### config.mk
export PLATFORM = sky130hd
export DESIGN_NAME = pci_irq_router_nmi
export DESIGN_NICKNAME = d
export VERILOG_FILES = /design/src/verilog/irq_router_pkg.sv /design/src/verilog/pci_irq_router_nmi.sv
export SDC_FILE = /design/constraint.sdc
export NUM_CORES = 1
export LEC_CHECK = 0
export ABC_AREA = 1
export BUFFER_PORTS_ARGS = -buffer_cell sky130_fd_sc_hd__buf_2
export CORE_MARGIN = 2
export CORE_UTILIZATION = 52
export DETAILED_ROUTE_END_ITERATION = 8
export MAX_ROUTING_LAYER = met4
export PLACE_DENSITY = 0.77
export SKIP_LAST_GASP = 1
export SLEW_MARGIN = 5
export SYNTH_ARGS = -nofsm -noshare
export SYNTH_HDL_FRONTEND = slang
export SYNTH_SLANG_ARGS = --single-unit
### constraint.sdc
create_clock -name ref_clk -period 2.92 [get_ports ref_clk]
set_input_delay 0.146 -clock ref_clk [delete_from_list [all_inputs] [get_ports ref_clk]]
set_output_delay 0.146 -clock ref_clk [all_outputs]
set_load 0.005 [all_outputs]
### src/verilog/irq_router_pkg.sv
/*
  Shared constants and types for the interrupt router with NMI status.
  Assumes an 8-bit I/O port bus with one-cycle read and write strobes.
*/
package irq_router_pkg;

  // I/O port addresses
  localparam logic [15:0] ADDR_ROUTE_SELECT = 16'h0C00;
  localparam logic [15:0] ADDR_ROUTE_TARGET = 16'h0C01;
  localparam logic [15:0] ADDR_ERROR_CTRL = 16'h0C14;
  localparam logic [15:0] ADDR_NMI_CLEAR_PORT = 16'h0061;
  localparam int NMI_CLEAR_BIT = 2;

  // Route source codes
  localparam logic [7:0] SRC_PCI_A = 8'h00;
  localparam logic [7:0] SRC_PCI_D = 8'h03;
  localparam logic [7:0] SRC_ACPI = 8'h04;
  localparam logic [7:0] SRC_SMBUS = 8'h05;
  localparam logic [7:0] SRC_PCI_E = 8'h09;
  localparam logic [7:0] SRC_PCI_H = 8'h0C;
  localparam int NUM_SRC_CODES = 13;
  localparam int ENTRY_W = 4;

  // Error register fields
  localparam int ERR_SERR_STATUS_BIT = 0;
  localparam int ERR_PERR_STATUS_BIT = 1;
  localparam int ERR_SERR_DIS_BIT = 2;
  localparam int ERR_PERR_DIS_BIT = 3;

  // Reset values
  localparam logic [7:0] SELECT_RESET = 8'h00;
  localparam logic [3:0] ENTRY_RESET = 4'h0;
  localparam logic NMI_DIS_RESET = 1'b1;

  // Interrupt controller geometry
  localparam int NUM_IRQ = 16;
  localparam int NUM_PCI_LINES = 8;
  localparam int NUM_APIC = 24;
  localparam int APIC_PCI_BASE = 16;
  localparam int APIC_SMBUS = 20;
  localparam int APIC_ACPI = 9;
  localparam int APIC_TIMER_LO = 22;
  localparam int APIC_TIMER_HI = 23;

  typedef struct packed {
    logic wr;
    logic rd;
    logic [15:0] addr;
    logic [7:0] wdata;
  } io_req_t;

  typedef struct packed {
    logic valid;
    logic [7:0] data;
  } io_rsp_t;

endpackage : irq_router_pkg

### src/verilog/pci_irq_router_nmi.sv
/*
  Interrupt router: index/target routing of PCI, ACPI and SMBus sources onto
  legacy IRQ lines, fixed APIC input mapping in advanced mode, and SERR/PERR
  NMI status with active-low enables.
  Assumes all inputs synchronous to ref_clk and one-cycle I/O strobes.
*/
`timescale 1ns/1ps

// Operation
// - Select codes pick PCI, ACPI, SMBus sources
// - Target register accesses selected entry, resets zero
// - Entry bits 3:0 IRQ number, upper unused
// - Advanced mode maps IRQ 15:0 straight through
// - Advanced mode puts PCI H..A on 23..16
// - SMBus on input 20, ACPI on 9
// - Event timer selectable onto input 22 or 23
// - SERR assertion sets status bit 0 if enabled
// - PERR assertion sets status bit 1 if enabled
// - Status clears only via port 61h bit 2
// - Bit 2 disables SERR NMI, resets 1
// - Bit 3 disables PERR NMI, resets 1
module pci_irq_router_nmi (
  input wire logic ref_clk,
  input wire logic rst,
  input irq_router_pkg::io_req_t io_req,
  output irq_router_pkg::io_rsp_t io_rsp,
  input wire logic advanced_routing_mode,
  input wire logic timer_on_input_23,
  input wire logic [7:0] pci_int_n,
  input wire logic acpi_control_interrupt,
  input wire logic smbus_interrupt,
  input wire logic event_timer_interrupt,
  input wire logic [15:0] legacy_irq_in,
  input wire logic serr_n,
  input wire logic perr_n,
  output logic [15:0] pic_irq,
  output logic [23:0] apic_input_line,
  output logic nmi_request
);

  logic [7:0] select_q;
  logic [3:0] entry_q [irq_router_pkg::NUM_SRC_CODES];
  logic serr_dis_q;
  logic perr_dis_q;
  logic serr_status_q;
  logic perr_status_q;
  logic serr_n_q;
  logic perr_n_q;
  logic [12:0] src_active;
  logic [15:0] pic_d;
  logic [23:0] apic_d;
  logic wr_select;
  logic wr_target;
  logic wr_error;
  logic nmi_clear;
  logic serr_event;
  logic perr_event;
  logic select_valid;

  // Reserved codes 6h..8h and anything above Ch hold no entry
  assign select_valid = (select_q <= irq_router_pkg::SRC_SMBUS) ||
    ((select_q >= irq_router_pkg::SRC_PCI_E) &&
     (select_q <= irq_router_pkg::SRC_PCI_H));

  assign wr_select = io_req.wr && (io_req.addr == irq_router_pkg::ADDR_ROUTE_SELECT);
  assign wr_target = io_req.wr && (io_req.addr == irq_router_pkg::ADDR_ROUTE_TARGET);
  assign wr_error = io_req.wr && (io_req.addr == irq_router_pkg::ADDR_ERROR_CTRL);
  assign nmi_clear = io_req.wr && (io_req.addr == irq_router_pkg::ADDR_NMI_CLEAR_PORT) &&
    io_req.wdata[irq_router_pkg::NMI_CLEAR_BIT];

  // Sources indexed by their select code
  always_comb begin
    src_active = '0;
    for (int i = 0; i < 4; i++) begin
      src_active[i] = !pci_int_n[i];
      src_active[9 + i] = !pci_int_n[4 + i];
    end
    src_active[irq_router_pkg::SRC_ACPI[3:0]] = acpi_control_interrupt;
    src_active[irq_router_pkg::SRC_SMBUS[3:0]] = smbus_interrupt;
  end

  always_ff @(posedge ref_clk or posedge rst) begin
    if (rst) begin
      select_q <= irq_router_pkg::SELECT_RESET;
    end else if (wr_select) begin
      select_q <= io_req.wdata;
    end
  end

  generate
    for (genvar g = 0; g < irq_router_pkg::NUM_SRC_CODES; g++) begin : g_entry
      always_ff @(posedge ref_clk or posedge rst) begin
        if (rst) begin
          entry_q[g] <= irq_router_pkg::ENTRY_RESET;
        end else if (wr_target && select_valid && (select_q == 8'(g))) begin
          entry_q[g] <= io_req.wdata[3:0];
        end
      end
    end
  endgenerate

  always_ff @(posedge ref_clk or posedge rst) begin
    if (rst) begin
      serr_dis_q <= irq_router_pkg::NMI_DIS_RESET;
      perr_dis_q <= irq_router_pkg::NMI_DIS_RESET;
    end else if (wr_error) begin
      serr_dis_q <= io_req.wdata[irq_router_pkg::ERR_SERR_DIS_BIT];
      perr_dis_q <= io_req.wdata[irq_router_pkg::ERR_PERR_DIS_BIT];
    end
  end

  // Read answer one cycle after the strobe; bits 7:4 of entries read zero
  always_ff @(posedge ref_clk or posedge rst) begin
    if (rst) begin
      io_rsp <= '0;
    end else begin
      io_rsp.valid <= 1'b0;
      io_rsp.data <= 8'h00;
      if (io_req.rd) begin
        case (io_req.addr)
          irq_router_pkg::ADDR_ROUTE_SELECT: begin
            io_rsp.valid <= 1'b1;
            io_rsp.data <= select_q;
          end
          irq_router_pkg::ADDR_ROUTE_TARGET: begin
            io_rsp.valid <= 1'b1;
            io_rsp.data <= select_valid ? {4'h0, entry_q[select_q[3:0]]} : 8'h00;
          end
          irq_router_pkg::ADDR_ERROR_CTRL: begin
            io_rsp.valid <= 1'b1;
            io_rsp.data <= {4'h0, perr_dis_q, serr_dis_q, perr_status_q, serr_status_q};
          end
          default: begin
            io_rsp.valid <= 1'b0;
          end
        endcase
      end
    end
  end

  // Edge detect so a held error line sets status once per assertion
  always_ff @(posedge ref_clk or posedge rst) begin
    if (rst) begin
      serr_n_q <= 1'b1;
      perr_n_q <= 1'b1;
    end else begin
      serr_n_q <= serr_n;
      perr_n_q <= perr_n;
    end
  end

  assign serr_event = serr_n_q && !serr_n && !serr_dis_q;
  assign perr_event = perr_n_q && !perr_n && !perr_dis_q;

  // Set beats clear so a coincident error is not lost
  always_ff @(posedge ref_clk or posedge rst) begin
    if (rst) begin
      serr_status_q <= 1'b0;
      perr_status_q <= 1'b0;
    end else begin
      if (serr_event) begin
        serr_status_q <= 1'b1;
      end else if (nmi_clear) begin
        serr_status_q <= 1'b0;
      end
      if (perr_event) begin
        perr_status_q <= 1'b1;
      end else if (nmi_clear) begin
        perr_status_q <= 1'b0;
      end
    end
  end

  always_ff @(posedge ref_clk or posedge rst) begin
    if (rst) begin
      nmi_request <= 1'b0;
    end else begin
      nmi_request <= serr_status_q || perr_status_q;
    end
  end

  // Entry value 0 means not routed; software keeps off reserved IRQs
  always_comb begin
    pic_d = legacy_irq_in;
    apic_d = '0;
    if (advanced_routing_mode) begin
      apic_d[15:0] = legacy_irq_in;
      for (int i = 0; i < irq_router_pkg::NUM_PCI_LINES; i++) begin
        apic_d[irq_router_pkg::APIC_PCI_BASE + i] = !pci_int_n[i];
      end
      apic_d[irq_router_pkg::APIC_SMBUS] = apic_d[irq_router_pkg::APIC_SMBUS] |
        smbus_interrupt;
      apic_d[irq_router_pkg::APIC_ACPI] = apic_d[irq_router_pkg::APIC_ACPI] |
        acpi_control_interrupt;
      if (timer_on_input_23) begin
        apic_d[irq_router_pkg::APIC_TIMER_HI] = apic_d[irq_router_pkg::APIC_TIMER_HI] |
          event_timer_interrupt;
      end else begin
        apic_d[irq_router_pkg::APIC_TIMER_LO] = apic_d[irq_router_pkg::APIC_TIMER_LO] |
          event_timer_interrupt;
      end
    end else begin
      for (int s = 0; s < irq_router_pkg::NUM_SRC_CODES; s++) begin
        if (src_active[s] && (entry_q[s] != 4'h0)) begin
          pic_d[entry_q[s]] = 1'b1;
        end
      end
    end
  end

  always_ff @(posedge ref_clk or posedge rst) begin
    if (rst) begin
      pic_irq <= '0;
      apic_input_line <= '0;
    end else begin
      pic_irq <= pic_d;
      apic_input_line <= apic_d;
    end
  end
endmodule : pci_irq_router_nmi

Word level (Yosys, flattened, before mapping)
Cells that the tools add are included.
- reductions and logical operators: 72
- bitwise gates (word level): 15
- $lt $le $gt $ge: 24
- eq/ne operators: 16
- mux-type cells: 53
- operators by type and width (operator ; number):
    $mux W16 ; 20
    $or A16 B16 Y16 ; 10
    $lt A4 B5 Y1 const B ; 10
    $eq A16 B12 Y1 const B ; 3
    $logic_and A1 B1 Y1 ; 44
    $demux W1 S4 ; 10
    $eq A8 B4 Y1 const B ; 5
    $ge A4 B1 Y1 const B ; 10
    $reduce_bool A4 Y1 ; 10
    $eq A8 B3 Y1 const B ; 4
    $mux W24 ; 1
    $pmux W8 S3 ; 1
    $bmux W4 S4 ; 1
    $eq A16 B7 Y1 const B ; 1
    $eq A8 B2 Y1 const B ; 2
    $mux W1 ; 16
    $logic_not A1 Y1 ; 12
    $mux W4 ; 3
    $mux W9 ; 1
    $eq A8 B1 Y1 const B ; 1
    $ge A8 B4 Y1 const B ; 1
    $le A8 B3 Y1 const B ; 1
    $le A8 B4 Y1 const B ; 1
    $logic_not A8 Y1 ; 1
    6 further kinds ; 11
- logic and storage cells: 205
- register bits after elaboration: 116
- output and inout bits: 50
- input bits: 59

Depth between registers and ports, before layout
- depth after elaboration: 34
- mapped depth: 12
- gate-level depth less buffers: 10

Worst setup path before layout
Ideal clock, no wire load.
- kind: reg-to-reg
- from: register select_q[0]
- to: register entry_q[30] (netlist name)
- arrival: 1.443 ns
- period minus slack after synthesis: 1.575 ns
- cell stages (with the launch flop): 9
- setup time: 0.132 ns
- slack: 1.345 ns
- data required time: 2.788 ns
- cell sequence: dfrtp_1 buf_4 nor2_2 o211ai_2 nand2_4 buf_6 nand3_4 nand2_1 o21ai_1
- cells in the longest elaborated chain, start to end: 5
- elaborated cells between the ends (all ways): 8
- RTL lines (item ; RTL line ; RTL):
    start, declared ; pci_irq_router_nmi.sv:41 ; logic [7:0] select_q;
    start signal, assigned ; pci_irq_router_nmi.sv:84 ; select_q <= irq_router_pkg::SELECT_RESET;
    start signal, assigned ; pci_irq_router_nmi.sv:86 ; select_q <= io_req.wdata;
    $ge A8 B4 Y1 or $le A8 B4 Y1 (tied branches) ; pci_irq_router_nmi.sv:62, pci_irq_router_nmi.sv:63 ;
    $logic_and A1 B1 Y1 ; pci_irq_router_nmi.sv:62 ; ((select_q >= irq_router_pkg::SRC_PCI_E) &&
    $logic_or A1 B1 Y1 ; pci_irq_router_nmi.sv:61 ; assign select_valid = (select_q <= irq_router_pkg::SRC_SMBUS) ||
    $logic_and A1 B1 Y1 ; pci_irq_router_nmi.sv:95 ; end else if (wr_target && select_valid && (select_q == 8'(g))) begin
    $logic_and A1 B1 Y1 * ; pci_irq_router_nmi.sv:95 ;
    end signal, assigned by index ; pci_irq_router_nmi.sv:94 ; entry_q[g] <= irq_router_pkg::ENTRY_RESET;
    end signal, assigned by index ; pci_irq_router_nmi.sv:96 ; entry_q[g] <= io_req.wdata[3:0];
    end, declared ; pci_irq_router_nmi.sv:42 ; logic [3:0] entry_q [irq_router_pkg::NUM_SRC_CODES];
Every way passes the cells marked *; elsewhere a longest branch is shown, timed or not.
A chain may end at the register's enable or synchronous reset.

Final worst setup path
- from: register select_q[1]
- to: register entry_q[8] (netlist name)
Same word-level chain as after synthesis.

==> impl_results.md <==
- Max Clk Rate: 477 MHz
- Clk_lat worst skew: 0.43 ns
- Post-route setup TNS: 0 ns
- Placed inst area: 0.00727 mm²
- RD Place Congestion: 1.08
- Maximum clock path buffer count: 2
- CTS tree: done
- Max Cap Viol: 0
- Number of setup violations in the final report: 0
- Worst-margin pin slew: 1.16 ns
- Port bufs: 108
- Drt pass-1 iters: 5
- Core Footprint: 0.0125 mm²
- RSZ-0062 raised after global routing: false
- Worst Path Required: 3.20 ns
- Fin. max-slew vios: 0
- Vias: 6,764
- CTS H-tree lvls: 4
- Tightest Hold Check Type: in2async
- Synth warn: 0
- Nets: 1,115
- Diodes inserted: 0
- Root buffer cell: clkbuf_16
- Vias in the first global route: 6,375
- Setup Skew: 0.0112 ns
- Initial Util: 0.528
- Syn Inst Count: 924
- Flops & latches, synth: 116
- Crit. End Element: flip-flop
- Vert. Die Dim: 117 µm
- Synth unique cells: 40
- DRC Markers: 0
- Mean post-synth cell area: 7.15 µm²
- Row count: 41
- Worst slew margin: 0.224
- Post-synthesis sequential area ratio: 0.440
- Vias per cell: 5.45
- Routed WL: 22,100 µm
- Congestion Overflow GR: 0
- Worst R2R Path Depth: 8
- CP max-delay cell: dfrtp_1
- Detailed Place HPWL: 16,700 µm
- DIE AREA: 0.0136 mm²
- Layout area overhead: 24.6%
- Crit path DAT: 2.38 ns
- Slowest stage delay, CP: 0.53 ns
- Cell area after layout: 0.00823 mm²
- R2r setup slk: 0.82 ns
- Layout cells sized above 1: 0.164
- Cell Pwr Density: 491 mW/mm²
- Crit Path Class: reg2reg
- Die X: 117 µm
- Post-layout min period: 2.10 ns
- Max rail drop VDD: 0.398 mV
- Pleak: 4.18 nW
- Clk slew on worst S/H paths: 0.06 ns
- Top Ports: 109
- Antenna violations before repair: 0
- Initial DRC count: 526
- Crit-path max FO: 14
- Total GRT Usage: 0.347
- Largest net degree at the start of global routing: 54
- Status: complete, no violations
- Crit path cell chain: inv_2 > nand2_2 > a21oi_1 > o21ai_2 > nand2_4 > nand3_4 > nand2_1 > o21ai_1
- ANT nets after route: 0
- Final hold vios: 0
- TritonCTS Buffers: 17
- Crit share post-route: 0.718
- CP Launch Type: flip-flop
- Filler cells: 1,106
- WL/cell: 17.8 µm
- First-pass GRT wire length: 33,500 µm
- Synth Cell Area: 0.00660 mm²
- Syn_nets: 983
- Clk sinks: 116
-- cells in the final DEF, fill, tap and decap left out, drive strengths merged --
master	netlist	final
nor3	32	32
dlygate4sd3	0	33
nand4	17	17
nand3b	5	5
a21oi	19	19
inv	130	132
nand2	265	265
o211a	1	1
o31ai	3	3
nor2	122	122
o211ai	2	2
nor3b	1	1
and3	1	1
bufinv	0	3
a21o	3	3
o221ai	2	2
clkinvlp	0	3
nor4	3	3
clkinv	1	6
buf	6	112
o22ai	27	27
clkbuf	26	19
o21ai	71	71
or2	1	1
a32oi	1	1
dfrtp	112	112
nand3	69	69
dfstp	4	4
-- through the flow --
step | instances | hold slack, ns | utilization | total power, W | setup slack (ns)
3_5_place_dp | 1176 | 0.267 | 0.581 | 0.00187 | 0.908
5_1_grt | 1241 | 0.0650 | 0.657 | 0.00417 | 0.721
2_1_floorplan | 924 | 0.150 | - | 0.00176 | 1.35
4_1_cts | 1241 | 0.0185 | 0.657 | 0.00406 | 0.843
3_3_place_gp | 1176 | 0.265 | 0.581 | 0.00187 | 0.952
6_report | 1241 | 0.00143 | 0.657 | 0.00404 | 0.823
-- worst max-delay path: cells and delay by family (launching register included) --
| kind | cells | cell delay, ns |
|---|---|---|
| compound gates | 3 | 0.35 |
| buf+inv | 1 | 0.30 |
| simple gates | 4 | 0.74 |
| flops | 1 | 0.53 |
-- Yosys cell counts --
cell type,count,area share
nand4_1,17,0.016
nand3_2,1,0.0015
o211ai_1,1,0.0011
nand3b_4,1,0.0030
a21oi_1,19,0.014
a21o_1,3,0.0034
nor2_2,2,0.0019
nor2_8,2,0.0061
o21ai_2,1,0.0013
o211a_1,1,0.0015
nand2_2,3,0.0028
nor4_1,3,0.0028
nand3_4,10,0.027
clkbuf_1,26,0.015
nand2_1,261,0.15
inv_2,1,0.00057
buf_4,1,0.0011
nor2_4,1,0.0017
inv_1,129,0.073
nor2_1,117,0.067
dfstp_2,4,0.016
buf_2,3,0.0023
dfrtp_1,112,0.42
o22ai_1,27,0.026
o221ai_1,2,0.0027
nor3_1,32,0.024
buf_1,1,0.00057
o21ai_0,26,0.020
or2_2,1,0.00095
nand2_4,1,0.0017
a32oi_1,1,0.0013
o31ai_1,3,0.0034
and3_1,1,0.00095
o211ai_2,1,0.0019
buf_6,1,0.0017
clkinv_2,1,0.00076
nand3_1,58,0.044
o21ai_1,44,0.033
nand3b_1,4,0.0045
nor3b_1,1,0.0011
-- path summary, 6_finish.rpt --
| check | from | endpoint |
|---|---|---|
| worst min register to register | entry_q[17]$_DFFE_PP0P_ | entry_q[17]$_DFFE_PP0P_ |
| worst max-delay path | select_q[1]$_DFFE_PP0P_ | entry_q[8]$_DFFE_PP0P_ |
| worst max register to register | select_q[1]$_DFFE_PP0P_ | entry_q[8]$_DFFE_PP0P_ |
| worst min-delay path | rst | apic_input_line[20]$_DFF_PP0_ |
| min in group ref_clk | io_req[24] | io_rsp[4]$_DFF_PP0_ |
| max in group asynchronous | rst | entry_q[50]$_DFFE_PP0P_ |
-- state kept, by name, summed over array words and instances, names as in the netlist --
name and count:
nmi_request 1, serr_n_q 1, pic_irq 16, serr_dis_q 1, entry_q 52, perr_n_q 1, perr_status_q 1, io_rsp 9
select_q 8, apic_input_line 24, perr_dis_q 1, serr_status_q 1
-- layout make-up --
cell class                      instances  area [µm²]  share of cell area
Sequential cell                       116        2910               0.354
Timing Repair Buffer                  145         913               0.111
Clock inverter                         13         171              0.0208
Tap cell                              172         215              0.0262
Multi-Input combinational cell        645        3070               0.373
Clock buffer                           19         453              0.0551
Inverter                              131         497              0.0604
-- metal layers --
layer,vias to the layer above,wire (µm),global-route usage,share of wire
li1,3233,-,-,-
met1,3092,8930,0.405,0.40
met2,359,10400,0.562,0.47
met3,80,1500,0.0669,0.068
met4,0,1240,0.195,0.056
met5,-,0,-,0
-- logic make-up after synthesis --
group,count (synthesis),share of synthesized area
AND/OR/NAND/NOR,516,0.355
buffers and inverters,163,0.0951
AO/OA/AOI/OAI,129,0.110
flip-flops,116,0.440
-- where the power goes --
group / internal, W / switching (W) / leakage (nW)
Sequential: 0.00164 / 0.00000735 / 1.51
Clock: 0.00140 / 0.000768 / 0.301
Combinational: 0.0000974 / 0.000134 / 2.37
Total: 0.00313 / 0.000910 / 4.18
-- repair_timing --
item,in CTS,in global routing
hold buffers,33,0
resized for setup,0,0
hold endpoints to repair,48,0
setup buffers,0,0
No activity file was read; power rests on OpenSTA's default activity.
